==> src/tdm_pkg.sv <==
// Purpose: Shared constants for the die thermal monitor
// Assumes: pclk at 100 MHz; all times are turned into cycles here
// Notes:   Register offsets are byte addresses on the APB slave
package tdm_pkg;
    // Clock
    localparam int unsigned CLK_PERIOD_NS = 10;

    // Six warning thresholds: 80, 95, 110, 125, 140 and 155 degrees C
    localparam int unsigned NUM_THR = 6;

    // Debounce time, least time, so round up
    localparam int unsigned DB_TIME_NS = 10_000;
    localparam int unsigned DB_CYC     = (DB_TIME_NS + CLK_PERIOD_NS - 1) / CLK_PERIOD_NS;
    localparam int unsigned DB_W       = 10;

    // Sampling window and interval, in us
    localparam int unsigned WINDOW_US   = 450;
    localparam int unsigned INTERVAL_US = 3_000;
    localparam int unsigned WINDOW_CYC   = (WINDOW_US * 1000) / CLK_PERIOD_NS;
    localparam int unsigned INTERVAL_CYC = (INTERVAL_US * 1000) / CLK_PERIOD_NS;
    localparam int unsigned SMP_W        = 20;

    // Register offsets
    localparam logic [7:0] OFS_CTRL  = 8'h00;
    localparam logic [7:0] OFS_EVENT = 8'h04;
    localparam logic [7:0] OFS_LIVE  = 8'h08;
    localparam logic [7:0] OFS_MASK  = 8'h0C;

    // Control field positions
    localparam int unsigned CTRL_EN_BIT  = 0;
    localparam int unsigned CTRL_AON_BIT = 1;
    // Live register: shutdown and power flags sit above the levels
    localparam int unsigned LIVE_SD_BIT  = 8;
    localparam int unsigned LIVE_PWR_BIT = 9;

    // Reset values
    localparam logic [1:0] CTRL_RST = 2'h3;
    localparam logic [5:0] MASK_RST = 6'h3F;
endpackage

==> src/tdm_watch_if.sv <==
// Purpose: Carries the sensor power state from the sampler to the core
// Assumes: One clock domain
// Notes:   monitor_on is registered in the sampler
`timescale 1ns/1ps
interface tdm_watch_if;
    logic monitor_on;  // Sensor and comparators powered
    modport src (output monitor_on);
    modport dst (input  monitor_on);
endinterface

==> src/tdm_debounce.sv <==
// Purpose: One comparator debouncer, both directions
// Assumes: Raw input synchronous to pclk
// Notes:   Freezes while the sensor is unpowered, so stale levels never flip it
`timescale 1ns/1ps
module tdm_debounce (
    input  wire logic pclk,     // Clock
    input  wire logic presetn,  // Async reset, low
    input  wire logic active,   // Sensor powered
    input  wire logic raw,      // Comparator output
    output logic      stable    // Debounced level
);
    logic [tdm_pkg::DB_W-1:0] cnt;  // Cycles raw has disagreed
    wire differ  = active && (raw != stable);
    wire at_last = (cnt == tdm_pkg::DB_W'(tdm_pkg::DB_CYC - 1));

    // Count disagreement; any agreement or power loss restarts it
    always_ff @(posedge pclk or negedge presetn) begin
        if (!presetn) begin
            cnt    <= '0;
            stable <= 1'b0;
        end else if (differ && at_last) begin
            cnt    <= '0;
            stable <= raw;
        end else if (differ) begin
            cnt    <= cnt + 1'b1;
        end else begin
            cnt    <= '0;
        end
    end
endmodule

==> src/tdm_sampler.sv <==
// Purpose: Decides when the thermal sensor is powered
// Assumes: Enable and mode bits come from the register block
// Notes:   Standby forces sampling even with always-on set
`timescale 1ns/1ps
module tdm_sampler #(
    parameter int unsigned WINDOW   = tdm_pkg::WINDOW_CYC,   // Window cycles
    parameter int unsigned INTERVAL = tdm_pkg::INTERVAL_CYC  // Period cycles
) (
    input  wire logic   pclk,       // Clock
    input  wire logic   presetn,    // Async reset, low
    input  wire logic   enable,     // Monitoring enabled
    input  wire logic   always_on,  // Continuous mode request
    input  wire logic   standby,    // Device in standby
    tdm_watch_if.src    watch       // Power state out
);
    logic [tdm_pkg::SMP_W-1:0] cnt;  // Position in the sampling period
    wire continuous  = always_on && !standby;
    wire period_end  = (cnt == tdm_pkg::SMP_W'(INTERVAL - 1));
    wire in_window   = (cnt < tdm_pkg::SMP_W'(WINDOW));
    wire next_on     = enable && (continuous || in_window);

    // Free-running period counter, parked while disabled
    always_ff @(posedge pclk or negedge presetn) begin
        if (!presetn) begin
            cnt <= '0;
        end else if (!enable || period_end) begin
            cnt <= '0;
        end else begin
            cnt <= cnt + 1'b1;
        end
    end

    // Registered power output
    always_ff @(posedge pclk or negedge presetn) begin
        if (!presetn) begin
            watch.monitor_on <= 1'b0;
        end else begin
            watch.monitor_on <= next_on;
        end
    end
endmodule

==> src/tdm_monitor.sv <==
// Purpose: Die thermal monitor digital control with APB registers
// Assumes: Comparator inputs come from the die centre sensor only
// Notes:   Register map below; event bits are write-one-to-clear
// Map: 0x00 CTRL  bit0 heat_watch_enable, bit1 heat_watch_always_on
//      0x04 EVENT bits5:0 hot_event_latch, write one clears
//      0x08 LIVE  bits5:0 hot_live_level, bit8 shutdown, bit9 powered
//      0x0C MASK  bits5:0 hot_event_mask, one masks
//
// Chosen here: the APB interface to the registers and the placing of the registers.
`timescale 1ns/1ps
module tdm_monitor #(
    parameter int unsigned WINDOW   = tdm_pkg::WINDOW_CYC,   // Window cycles
    parameter int unsigned INTERVAL = tdm_pkg::INTERVAL_CYC  // Period cycles
) (
    input  wire logic        pclk,          // Clock, 100 MHz
    input  wire logic        presetn,       // Async reset, low
    input  wire logic        psel,          // APB select
    input  wire logic        penable,       // APB access phase
    input  wire logic        pwrite,        // APB write
    input  wire logic [7:0]  paddr,         // APB byte address
    input  wire logic [31:0] pwdata,        // APB write data
    output logic      [31:0] prdata,        // APB read data
    output logic             pready,        // APB ready
    output logic             pslverr,       // APB error
    input  wire logic        standby,       // Device in standby state
    input  wire logic [5:0]  trip_above,    // Centre sensor above threshold
    input  wire logic [5:0]  rel_above,     // Centre sensor above threshold less 5 C
    input  wire logic        sd_above,      // Centre sensor above shutdown
    input  wire logic        sd_rel_above,  // Above shutdown less hysteresis
    output logic             monitor_on,    // Sensor power request
    output logic             thermal_shdn,  // Thermal shutdown active
    output logic             irq_out_n      // Interrupt, low active
);
    localparam int unsigned N = tdm_pkg::NUM_THR;

    // Control and status storage
    logic         heat_watch_enable;     // Monitoring on
    logic         heat_watch_always_on;  // Continuous mode in run
    logic [N-1:0] hot_event_mask;        // One blocks the interrupt
    logic [N-1:0] hot_event_latch;       // Sticky crossing flags
    logic [N-1:0] hot_live_level;        // Live levels with hysteresis

    // Debounced comparator levels: trip, release, shutdown pair
    logic [2*N+1:0] raw_cmp;
    logic [2*N+1:0] deb_cmp;
    wire  [N-1:0]   deb_trip   = deb_cmp[N-1:0];
    wire  [N-1:0]   deb_rel    = deb_cmp[2*N-1:N];
    wire            deb_sd     = deb_cmp[2*N];
    wire            deb_sd_rel = deb_cmp[2*N+1];

    // Only the centre sensor's comparators enter here
    assign raw_cmp = {sd_rel_above, sd_above, rel_above, trip_above};

    // Sensor power scheduling
    tdm_watch_if watch ();

    tdm_sampler #(
        .WINDOW   (WINDOW),
        .INTERVAL (INTERVAL)
    ) u_sampler (
        .pclk      (pclk),
        .presetn   (presetn),
        .enable    (heat_watch_enable),
        .always_on (heat_watch_always_on),
        .standby   (standby),
        .watch     (watch)
    );

    assign monitor_on = watch.monitor_on;

    // One debouncer per comparator, all timed by pclk
    genvar gi;
    generate
        for (gi = 0; gi < 2*N+2; gi++) begin : g_db
            tdm_debounce u_db (
                .pclk    (pclk),
                .presetn (presetn),
                .active  (watch.monitor_on),
                .raw     (raw_cmp[gi]),
                .stable  (deb_cmp[gi])
            );
        end
    endgenerate

    // APB decode
    wire setup_ph  = psel && !penable;
    wire access_ph = psel && penable;
    wire hit_ctrl  = (paddr == tdm_pkg::OFS_CTRL);
    wire hit_event = (paddr == tdm_pkg::OFS_EVENT);
    wire hit_live  = (paddr == tdm_pkg::OFS_LIVE);
    wire hit_mask  = (paddr == tdm_pkg::OFS_MASK);
    wire mapped    = hit_ctrl || hit_event || hit_live || hit_mask;
    wire wr_en     = access_ph && pwrite && mapped;

    // Write-one-to-clear vector for the event flags
    wire [N-1:0] evt_clr = (wr_en && hit_event) ? pwdata[N-1:0] : '0;

    // Zero wait states; errors only on unmapped addresses
    assign pready  = 1'b1;
    assign pslverr = access_ph && !mapped;

    // Read mux, sampled into prdata during setup
    wire [31:0] rd_ctrl  = {30'h0, heat_watch_always_on, heat_watch_enable};
    wire [31:0] rd_event = {26'h0, hot_event_latch};
    wire [31:0] rd_live  = {22'h0, watch.monitor_on, thermal_shdn, 2'h0, hot_live_level};
    wire [31:0] rd_mask  = {26'h0, hot_event_mask};
    wire [31:0] next_prdata = hit_ctrl  ? rd_ctrl  :
                              hit_event ? rd_event :
                              hit_live  ? rd_live  :
                              hit_mask  ? rd_mask  : 32'h0000_0000;

    // Read data register
    always_ff @(posedge pclk or negedge presetn) begin
        if (!presetn) begin
            prdata <= 32'h0000_0000;
        end else if (setup_ph) begin
            prdata <= next_prdata;
        end
    end

    // Control register: enable and always-on
    always_ff @(posedge pclk or negedge presetn) begin
        if (!presetn) begin
            heat_watch_enable    <= tdm_pkg::CTRL_RST[tdm_pkg::CTRL_EN_BIT];
            heat_watch_always_on <= tdm_pkg::CTRL_RST[tdm_pkg::CTRL_AON_BIT];
        end else if (wr_en && hit_ctrl) begin
            heat_watch_enable    <= pwdata[tdm_pkg::CTRL_EN_BIT];
            heat_watch_always_on <= pwdata[tdm_pkg::CTRL_AON_BIT];
        end
    end

    // Mask register
    always_ff @(posedge pclk or negedge presetn) begin
        if (!presetn) begin
            hot_event_mask <= tdm_pkg::MASK_RST;
        end else if (wr_en && hit_mask) begin
            hot_event_mask <= pwdata[N-1:0];
        end
    end

    // Live levels: set on debounced trip, drop below release point
    // Disabling monitoring clears them, since nothing is watched then
    wire [N-1:0] next_live = !heat_watch_enable ? '0 :
                             (deb_trip | (hot_live_level & deb_rel));

    always_ff @(posedge pclk or negedge presetn) begin
        if (!presetn) begin
            hot_live_level <= '0;
        end else begin
            hot_live_level <= next_live;
        end
    end

    // Rising level sets the flag; a set beats a same-cycle clear
    wire [N-1:0] evt_set = next_live & ~hot_live_level;

    always_ff @(posedge pclk or negedge presetn) begin
        if (!presetn) begin
            hot_event_latch <= '0;
        end else begin
            hot_event_latch <= (hot_event_latch & ~evt_clr) | evt_set;
        end
    end

    // Shutdown: trips on debounced 165 C, released only once cooled
    // Held across a disable so a hot die is never re-enabled early
    always_ff @(posedge pclk or negedge presetn) begin
        if (!presetn) begin
            thermal_shdn <= 1'b0;
        end else if (heat_watch_enable && deb_sd) begin
            thermal_shdn <= 1'b1;
        end else if (watch.monitor_on && !deb_sd_rel) begin
            thermal_shdn <= 1'b0;
        end
    end

    // Interrupt: any unmasked latched flag pulls it low
    assign irq_out_n = ~|(hot_event_latch & ~hot_event_mask);
endmodule

==> config.mk <==
export PLATFORM = sky130hd
export DESIGN_NAME = tdm_monitor
export DESIGN_NICKNAME = d
export VERILOG_FILES = /design/src/tdm_pkg.sv /design/src/tdm_watch_if.sv /design/src/tdm_debounce.sv /design/src/tdm_sampler.sv /design/src/tdm_monitor.sv
export SDC_FILE = /design/constraint.sdc
export NUM_CORES = 1
export LEC_CHECK = 0
export ABC_AREA = 1
export ABC_CLOCK_PERIOD_IN_PS = 1900
export BUFFER_PORTS_ARGS = -buffer_cell sky130_fd_sc_hd__clkbuf_2
export CORE_AREA = 2 2 144 146
export CTS_BUF_LIST = sky130_fd_sc_hd__clkbuf_8 sky130_fd_sc_hd__clkbuf_16
export DETAILED_ROUTE_END_ITERATION = 10
export DIE_AREA = 0 0 146 148
export PLACE_DENSITY = 0.83
export SLEW_MARGIN = 0
export SYNTH_ARGS = -nofsm -noshare
export SYNTH_HDL_FRONTEND = slang
export SYNTH_SLANG_ARGS = --single-unit
==> constraint.sdc <==
create_clock -name pclk -period 1.9 [get_ports pclk]
set_clock_uncertainty 0.05 [all_clocks]
set_input_delay 0.19 -clock pclk [delete_from_list [all_inputs] [get_ports pclk]]
set_output_delay 0.19 -clock pclk [all_outputs]
set_load 0.02 [all_outputs]
==> results.json, run 1 <==
{
  "status": "finished clean",
  "yosysSeqAreaShare_pct": 49.53,
  "dp_slack_ns": 0.2259,
  "yosysWarnings": 0,
  "cp.required_ns": 1.66,
  "slowest_stage": "dfstp_2",
  "hold_slack_ns": 0.02234,
  "vias": 8494,
  "die_y_um": 148,
  "clkTransAtPathRegs_ns": 0.06,
  "row_count": 52,
  "arrival_ns": 1.59,
  "clk_latency_ns": 0.50,
  "grt_pass1_vias": 8266,
  "synth_cells": 1282,
  "synth-seq-cells": 204,
  "grt_remaining_overflow": 0,
  "total_power_mw": 9.443,
  "utilization_pct": 59.61,
  "report.final.slew_viol_count": 0,
  "final_common_cell": "nand2_1",
  "antenna_found_initial": 1,
  "path_cells": "o22ai_2, nor3_4, buf_4",
  "setup_viol": 0,
  "synth_cell_types": 37,
  "viasPerCell": 5.117,
  "synthArstFlopShare_pct": 100.0,
  "ir_worst_vdd_v": 0.0007078,
  "syn_to_final_growth_pct": 15.67,
  "wirelength_mm": 21.84,
  "remaining_drc_errors": 0,
  "tns_ns": 0,
  "wl_per_cell_um": 13.16,
  "hold_class": "in -> reg",
  "critPathKind": "reg -> out",
  "cts.sinks": 204,
  "cts_tree": "done",
  "cts_made_buffers": 23,
  "place.gp.congestion": 0.8855,
  "p_leak_nw": 5.232,
  "dr.pass1.iters": 5,
  "cap_viol_max_count": 0,
  "grt_max_degree": 58,
  "setup_slack_ns": 0.06782,
  "coreArea_um2": 20040,
  "synth_edf_count": 0,
  "n_fill_cell": 1731,
  "end_kind": "primary output",
  "die_width_um": 146,
  "initial_core_util_pct": 51.54,
  "ant_nets": 0,
  "layout_common_cells": "nand2_1 (275), nor2_1 (258), dfrtp_1 (196)",
  "ioPinCount": 97,
  "rsz0062_at_grt": "false",
  "fmax_mhz": 545.8,
  "start_kind": "register",
  "clockBufferDepth": 3,
  "finalHoldViolCount": 0,
  "drt_iter0_drc": 591,
  "powerDensity_nw_per_um2": 790.5,
  "layout-drive-gt1-share_pct": 9.647,
  "portBuffers": 45,
  "post-route-min-period_ns": 1.832,
  "grt_first_pass_wirelength_mm": 37.43,
  "ys.flop_type": "dfrtp_1",
  "worstPathMaxFanout": 2,
  "dp_hpwl_mm": 15.48,
  "htree_levels": 1,
  "synth_area_um2": 10330,
  "grtUsageTotal_pct": 20.58,
  "dieArea_um2": 21610,
  "synth.avg_cell_area_um2": 8.056,
  "cts-root-buf": "clkbuf_16",
  "num-nets-final": 1448,
  "fin_crit_sh_pct": 96.43,
  "cpPeakStageDelay_ns": 0.55
}
-- per-layer routing --
metal | global-route usage, % | vias to the layer above | part of all wire (%)
met1 | 26.63 | 4000 | 44
met4 | 7.427 | 0 | 3.1
met2 | 35.38 | 203 | 48
met5 | 0 | - | 0
li1 | - | 4238 | -
met3 | 3.210 | 53 | 5.2
-- through the flow --
step                      cell area, um2  std cells
after global routing               11940       1659
after global placement             10860       1593
after floorplan                    10410       1305
after CTS                          11930       1659
final                              11950       1660
after detailed placement           10860       1593
-- cells in the mapped netlist, types with 3 or more instances --
cell type    n  area (um2)
o21ai_0     25       125.1
nand2_1    275        1032
and3_1      11       68.82
buf_2        3       15.01
clkbuf_1     6       22.52
inv_1      125       469.2
nor2_2       7       43.79
xnor2_1     12       105.1
a21oi_1     25       125.1
a31oi_1     11       68.82
dfrtp_1    196        4905
buf_4       26       195.2
o21ai_1      6       30.03
nor3_1      56       280.3
nand4_1     20       125.1
o22ai_1      3       18.77
nand2_2     13       81.33
nor3b_1     36       270.3
dfstp_2      8       210.2
nand3_1     71       355.3
xor2_1      56       490.5
ha_1        15       187.7
nor2_1     258       968.4
-- layout make-up --
cell class                 instances  area (um2)  area share, %
clock inverter                    15       201.4          1.686
multi-input combinational        937        4591          38.43
sequential                       204        5115          42.82
antenna                            1       2.502        0.02095
tap                              270       337.8          2.828
inverter                         127       476.7          3.991
timing repair buffer              80       604.3          5.059
clock buffer                      26       616.8          5.164
-- sequential cells by signal, indices dropped and copies added, names as in the netlist --
name / cells
hot_event_latch: 6
g_db.u_db.stable: 14
g_db.u_db.cnt: 140
thermal_shdn: 1
u_sampler.cnt: 20
heat_watch_always_on: 1
hot_event_mask: 6
u_sampler.watch.monitor_on: 1
hot_live_level: 6
heat_watch_enable: 1
prdata: 8
-- critical path, delay by kind of cell, from the launching register on --
kind	cells	cell delay, ns
AND/OR/NAND/NOR	1	0.25
flip-flops	1	0.55
AO/OA/AOI/OAI	1	0.11
buffers and inverters	1	0.18
-- worst paths after layout --
kind	start	to	slack, ns	depth (start not counted)
setup / recovery	hot_event_mask[5]$_DFFE_PN1P_	irq_out_n	0.07	3
hold / removal	paddr[2]	prdata[9]$_DFFE_PN0P_	0.02	4
min in group asynchronous	presetn	g_db[8].u_db.cnt[3]$_DFF_PN0_	0.16	2
setup reg to reg	u_sampler.cnt[0]$_DFF_PN0_	u_sampler.cnt[10]$_DFF_PN0_	0.23	6
max in group asynchronous	presetn	u_sampler.cnt[9]$_DFF_PN0_	0.98	3
hold reg to reg	g_db[12].u_db.cnt[0]$_DFF_PN0_	g_db[12].u_db.cnt[0]$_DFF_PN0_	0.40	1
-- logic make-up after synthesis --
logic type | count (synthesis) | share of synthesized area, %
buf+inv | 164 | 7.087
xor+xnor | 68 | 5.767
fa+ha+maj | 15 | 1.817
flops | 204 | 49.53
other cells | 2 | 0.07272
simple gates | 755 | 31.86
compound gates | 74 | 3.865
-- report_power, final --
group / switching (mW) / total [mW] / internal, mW
Sequential: 0.0103 / 4.37 / 4.36
Combinational: 0.229 / 0.329 / 0.100
Clock: 1.75 / 4.74 / 3.00
Total: 1.99 / 9.44 / 7.46
-- timing repair --
action,CTS,global route
setup buffers,3,0
setup endpoints to repair,1,1
gates resized for setup,3,3
pin swaps,2,1
hold buffers,22,0
hold endpoints to repair,170,0
Note: power is estimated with default switching activity, not from simulation.
==> run 2, diff against run 1 <==
--- a/config.mk
+++ b/config.mk
@@ -13,6 +13,7 @@
 export DETAILED_ROUTE_END_ITERATION = 10
 export DIE_AREA = 0 0 146 148
 export PLACE_DENSITY = 0.83
+export RECOVER_POWER = 100
 export SLEW_MARGIN = 0
 export SYNTH_ARGS = -nofsm -noshare
 export SYNTH_HDL_FRONTEND = slang
==> run 2 against run 1 <==
Global-route usage unchanged. Sequential cell count stayed put. Utilization shrank 0.38 points. Register-to-register slack about the same. Die area unchanged. Critical endpoint unchanged.
==> results.json, run 2 (synthesized netlist as in run 1, its figures left out) <==
{
  "worstPathMaxFanout": 2,
  "post-route-min-period_ns": 1.835,
  "cp.required_ns": 1.66,
  "grtUsageTotal_pct": 20.58,
  "num-nets-final": 1448,
  "final_common_cell": "nand2_1",
  "cts-root-buf": "clkbuf_16",
  "initial_core_util_pct": 51.54,
  "grt_remaining_overflow": 0,
  "dp_slack_ns": 0.2259,
  "cap_viol_max_count": 0,
  "worstMarginPinSlew_ns": 1.339,
  "wirelength_mm": 21.86,
  "hp-start": "paddr[2]",
  "fmax_mhz": 545.0,
  "die_y_um": 148,
  "status": "finished clean",
  "clk_latency_ns": 0.50,
  "cts_made_buffers": 23,
  "cts_tree": "done",
  "ir_worst_vdd_v": 0.0007074,
  "total_power_mw": 9.433,
  "clockBufferDepth": 3,
  "relSlewSlack_pct": 10.74,
  "report.final.slew_viol_count": 0,
  "dpl.cell_count": 1593,
  "ant_nets": 0,
  "largest_reg_flops": 140,
  "layout_common_cells": "nand2_1 (285), nor2_1 (262), dfrtp_1 (196)",
  "dp_hpwl_mm": 15.48,
  "finalHoldViolCount": 0,
  "remaining_drc_errors": 0,
  "wl_per_cell_um": 13.17,
  "biggestRegsByFlops": "g_db.u_db.cnt: 140 flops, u_sampler.cnt: 20 flops, g_db.u_db.stable: 14 flops",
  "dieArea_um2": 21610,
  "placed_cell_area_um2": 10860,
  "place.gp.congestion": 0.8855,
  "setup_viol": 0,
  "vias": 8528,
  "ioPinCount": 97,
  "layout-drive-gt1-share_pct": 7.631,
  "finalNonFillerCells": 1660,
  "viasPerCell": 5.137,
  "top_register": "g_db.u_db.cnt",
  "end_kind": "primary output",
  "drt_iter0_drc": 590,
  "row_count": 52,
  "tns_ns": 0,
  "grt_first_pass_wirelength_mm": 37.43,
  "htree_levels": 1,
  "crit_start": "hot_event_mask[5]$_DFFE_PN1P_",
  "rsz0062_at_grt": "false",
  "layout.cell_area.non_filler_um2": 11870,
  "r2r_slack_ns": 0.22,
  "p_leak_nw": 5.182,
  "r2r_start": "u_sampler.cnt[0]$_DFF_PN0_",
  "setup_slack_ns": 0.06527,
  "hold_slack_ns": 0.01964,
  "powerDensity_nw_per_um2": 794.8,
  "coreArea_um2": 20040,
  "grt_max_degree": 58,
  "antenna_found_initial": 1,
  "cts.sinks": 204,
  "syn_to_final_growth_pct": 14.93,
  "clkTransAtPathRegs_ns": 0.06,
  "hold_class": "in -> reg",
  "critPathKind": "reg -> out",
  "grt_pass1_vias": 8266,
  "start_kind": "register",
  "die_width_um": 146,
  "dr.pass1.iters": 5,
  "arrival_ns": 1.59,
  "fin_crit_sh_pct": 96.56,
  "portBuffers": 45,
  "utilization_pct": 59.23
}
-- run 2: metal layers --
layer  up-vias  wire length, um  track usage [%]
met3        55             1108            3.210
met5         -                0                0
met1      4020             9677            26.63
met4         0              696            7.427
met2       211            10370            35.38
li1       4242                -                -
-- run 2: critical path, cell delays in order (launching register included) --
cell     delay (ns)
dfstp_2        0.55
o22ai_2        0.11
nor3_4         0.25
buf_4          0.18
-- run 2: path summary, 6_finish.rpt --
check | to | depth (start not counted)
worst min register to register | g_db[12].u_db.cnt[0]$_DFF_PN0_ | 1
worst max register to register | u_sampler.cnt[10]$_DFF_PN0_ | 6
max in group asynchronous | g_db[5].u_db.cnt[8]$_DFF_PN0_ | 3
min in group asynchronous | g_db[8].u_db.cnt[3]$_DFF_PN0_ | 2
worst max-delay path | irq_out_n | 3
worst min-delay path | prdata[9]$_DFFE_PN0P_ | 4
-- run 2: power by group --
group          switching (mW)  internal (mW)  leakage [nW]
clock network            1.75           3.00         0.412
logic                   0.226         0.0947          2.01
registers              0.0104           4.36          2.76
-- run 2: layout make-up --
| class | instances | area [um2] |
|---|---|---|
| Multi-Input combinational cell | 937 | 4551 |
| Sequential cell | 204 | 5115 |
| Inverter | 127 | 476.7 |
| Fill cell | 1756 | 8170 |
| Antenna cell | 1 | 2.502 |
| Timing Repair Buffer | 80 | 568.0 |
| Clock inverter | 15 | 201.4 |
| Clock buffer | 26 | 616.8 |
| Tap cell | 270 | 337.8 |
-- run 2: repair_timing --
action,in CTS,in global routing
hold endpoints to repair,170,0
resized for setup,3,3
setup buffers,3,0
hold buffers,22,0
pin swaps,2,1
setup endpoints to repair,1,1
==> run 3, diff against run 2 <==
==> constraint.sdc (replaced) <==
create_clock -name pclk -period 1.9 [get_ports pclk]
set_clock_uncertainty 0.05 [all_clocks]
set_input_delay 0.475 -clock pclk [delete_from_list [all_inputs] [get_ports pclk]]
set_output_delay 0.475 -clock pclk [all_outputs]
set_load 0.02 [all_outputs]
==> run 3 against run 2 <==
The run now ends with setup timing left. Utilization decreased by 0.94 points. Clock power shrank 5.9%. Routed wire length down 3.9%. Die area stayed put. Critical path depth stayed put. Hold slack gained 0.16 ns. Global-route usage is 0.87 points lower. Via count decreased by 1.9%. Non-clock buffer count decreased by 18. Cell count decreased by 1.2%. First-iteration DRC count down 9.3%.
==> results.json, run 3 (synthesized netlist as in run 1, its figures left out) <==
{
  "wirelength_mm": 21.01,
  "setup_slack_ns": -0.1634,
  "critPathKind": "reg -> out",
  "cts_tree": "done",
  "grtUsageTotal_pct": 19.71,
  "syn_to_final_growth_pct": 13.10,
  "clkTransAtPathRegs_ns": 0.06,
  "biggestRegsByFlops": "g_db.u_db.cnt: 140 flops, u_sampler.cnt: 20 flops, g_db.u_db.stable: 14 flops",
  "initial_core_util_pct": 51.54,
  "relSlewSlack_pct": 14.43,
  "grt_pass1_vias": 7996,
  "setup_viol": 2,
  "failed_checks": "setup timing",
  "slowest_stage": "dfstp_2",
  "n_fill_cell": 1763,
  "hold_class": "in -> reg",
  "start_kind": "register",
  "htree_levels": 1,
  "place.gp.congestion": 0.8938,
  "fin_crit_sh_pct": 108.6,
  "top_register": "g_db.u_db.cnt",
  "clkPwrFrac_pct": 48.9,
  "viasPerCell": 5.101,
  "p_int_mw": 7.211,
  "num-nets-final": 1429,
  "tns_ns": -0.1762,
  "cap_viol_max_count": 0,
  "p_sw_mw": 1.910,
  "clockBufferDepth": 3,
  "power_frac_comb_pct": 3.2,
  "ant_nets": 0,
  "end_kind": "primary output",
  "vias": 8366,
  "drt_iter0_drc": 535,
  "path_depth": 3,
  "coreArea_um2": 20040,
  "p_leak_nw": 5.079,
  "grt_first_pass_wirelength_mm": 36.04,
  "pwr-share-seq_pct": 47.9,
  "cts-root-buf": "clkbuf_16",
  "dpl.cell_count": 1596,
  "antenna_found_initial": 0,
  "die_width_um": 146,
  "layout_common_cells": "nand2_1 (284), nor2_1 (262), dfrtp_1 (196)",
  "cts.sinks": 204,
  "post-route-min-period_ns": 2.063,
  "dp_hpwl_mm": 14.87,
  "cp.required_ns": 1.37,
  "remaining_drc_errors": 0,
  "powerDensity_nw_per_um2": 780.9,
  "finalHoldViolCount": 0,
  "crit_family": "flip-flops",
  "fmax_mhz": 484.6,
  "finalNonFillerCells": 1640,
  "clk_latency_ns": 0.49,
  "cpPeakStageDelay_ns": 0.54,
  "die_y_um": 148,
  "worstPathMaxFanout": 2,
  "dieArea_um2": 21610,
  "rsz0062_at_grt": "true",
  "arrival_ns": 1.54,
  "grt_max_degree": 50,
  "largest_reg_flops": 140,
  "path_cells": "o22ai_2, nor3_2, buf_4",
  "row_count": 52,
  "dr.pass1.iters": 6,
  "path_buf_inv": 1,
  "ioPinCount": 97,
  "final_common_cell": "nand2_1",
  "wl_per_cell_um": 12.81,
  "layout-drive-gt1-share_pct": 7.883,
  "p_sw_share_pct": 20.94,
  "portBuffers": 45,
  "worstMarginPinSlew_ns": 1.284,
  "rr_worst_depth": 6,
  "min_path_cells": 3,
  "r2r_slack_ns": 0.15,
  "cts_made_buffers": 22,
  "status": "complete, but fails checks",
  "ir_worst_vdd_v": 0.0006831,
  "report.final.slew_viol_count": 0,
  "antenna_cells": 0,
  "grt_remaining_overflow": 0
}
## run 3: cell types whose count changed in the layout (fill, tap and decap cells not counted), moves of 3 or more
| cell | delta |
|---|---|
| bufinv_16 | -3 |
| buf_4 | +4 |
| clkinv_2 | -7 |
| inv_1 | +3 |
| clkbuf_8 | +5 |
| dlygate4sd3_1 | -21 |
## run 3: worst paths after layout
kind,start,end
min in group asynchronous,presetn,g_db[9].u_db.cnt[8]$_DFF_PN0_
min,pwdata[3],hot_event_mask[3]$_DFFE_PN1P_
min reg2reg,g_db[11].u_db.cnt[0]$_DFF_PN0_,g_db[11].u_db.cnt[0]$_DFF_PN0_
max in group asynchronous,presetn,heat_watch_always_on$_DFFE_PN1P_
max reg2reg,u_sampler.cnt[0]$_DFF_PN0_,u_sampler.cnt[15]$_DFF_PN0_
max,hot_event_mask[2]$_DFFE_PN1P_,irq_out_n
## run 3: power groups by stage
stage	clock network (mW)	registers [mW]	logic [mW]
2_1_floorplan	0	4.45	0.152
3_3_place_gp	0	4.45	0.292
3_5_place_dp	0	4.45	0.296
4_1_cts	4.55	4.37	0.303
5_1_grt	4.74	4.37	0.334
6_report	4.46	4.37	0.295
## run 3: repair_timing
item	CTS	global route
endpoints found under the setup margin	1	2
hold endpoints to repair	39	0
setup buffers	3	0
pin swaps	2	0
gates resized for setup	3	6
hold buffers	1	0
## run 3: area by class of cell
type                    count  area, um2  area share (%)
inverters                 127      476.7           4.081
flip-flops and latches    204       5115           43.79
clock buffers              31      685.7           5.870
multi-input cells         937       4553           38.98
repair buffers             62      415.4           3.556
well taps                 270      337.8           2.892
clock inverters             9      96.34          0.8248
## run 3: per-stage QoR
stage	util [%]	area (um2)	hold WS, ns	worst slack (ns)	total power, mW
CTS	58.54	11730	0.1483	-0.2232	9.219
floorplan	-	10430	0.1294	0.02095	4.598
global route	58.29	11680	0.1738	-0.2206	9.439
global placement	54.41	10900	0.3894	0.05628	4.738
finish	58.29	11680	0.1760	-0.1634	9.121
detailed placement	54.41	10900	0.4001	0.01918	4.743
## run 3: metal layers
metal  vias up  global-route usage [%]  share of wire (%)  routed length (um)
met5         -                       0                  0                   0
met4         0                   4.806                1.8                 376
li1       4195                       -                  -                   -
met1      3916                   26.03                 44                9333
met2       221                   34.67                 49               10270
met3        34                   2.747                4.9                1029
## run 3: worst reg2reg max path, cell delays in order (launching register included)
cell     delay, ns
dfrtp_1       0.43
ha_1          0.31
nand2_1       0.16
nor2_1        0.13
nand3_1       0.13
nand2_2       0.31
nor2_1        0.11
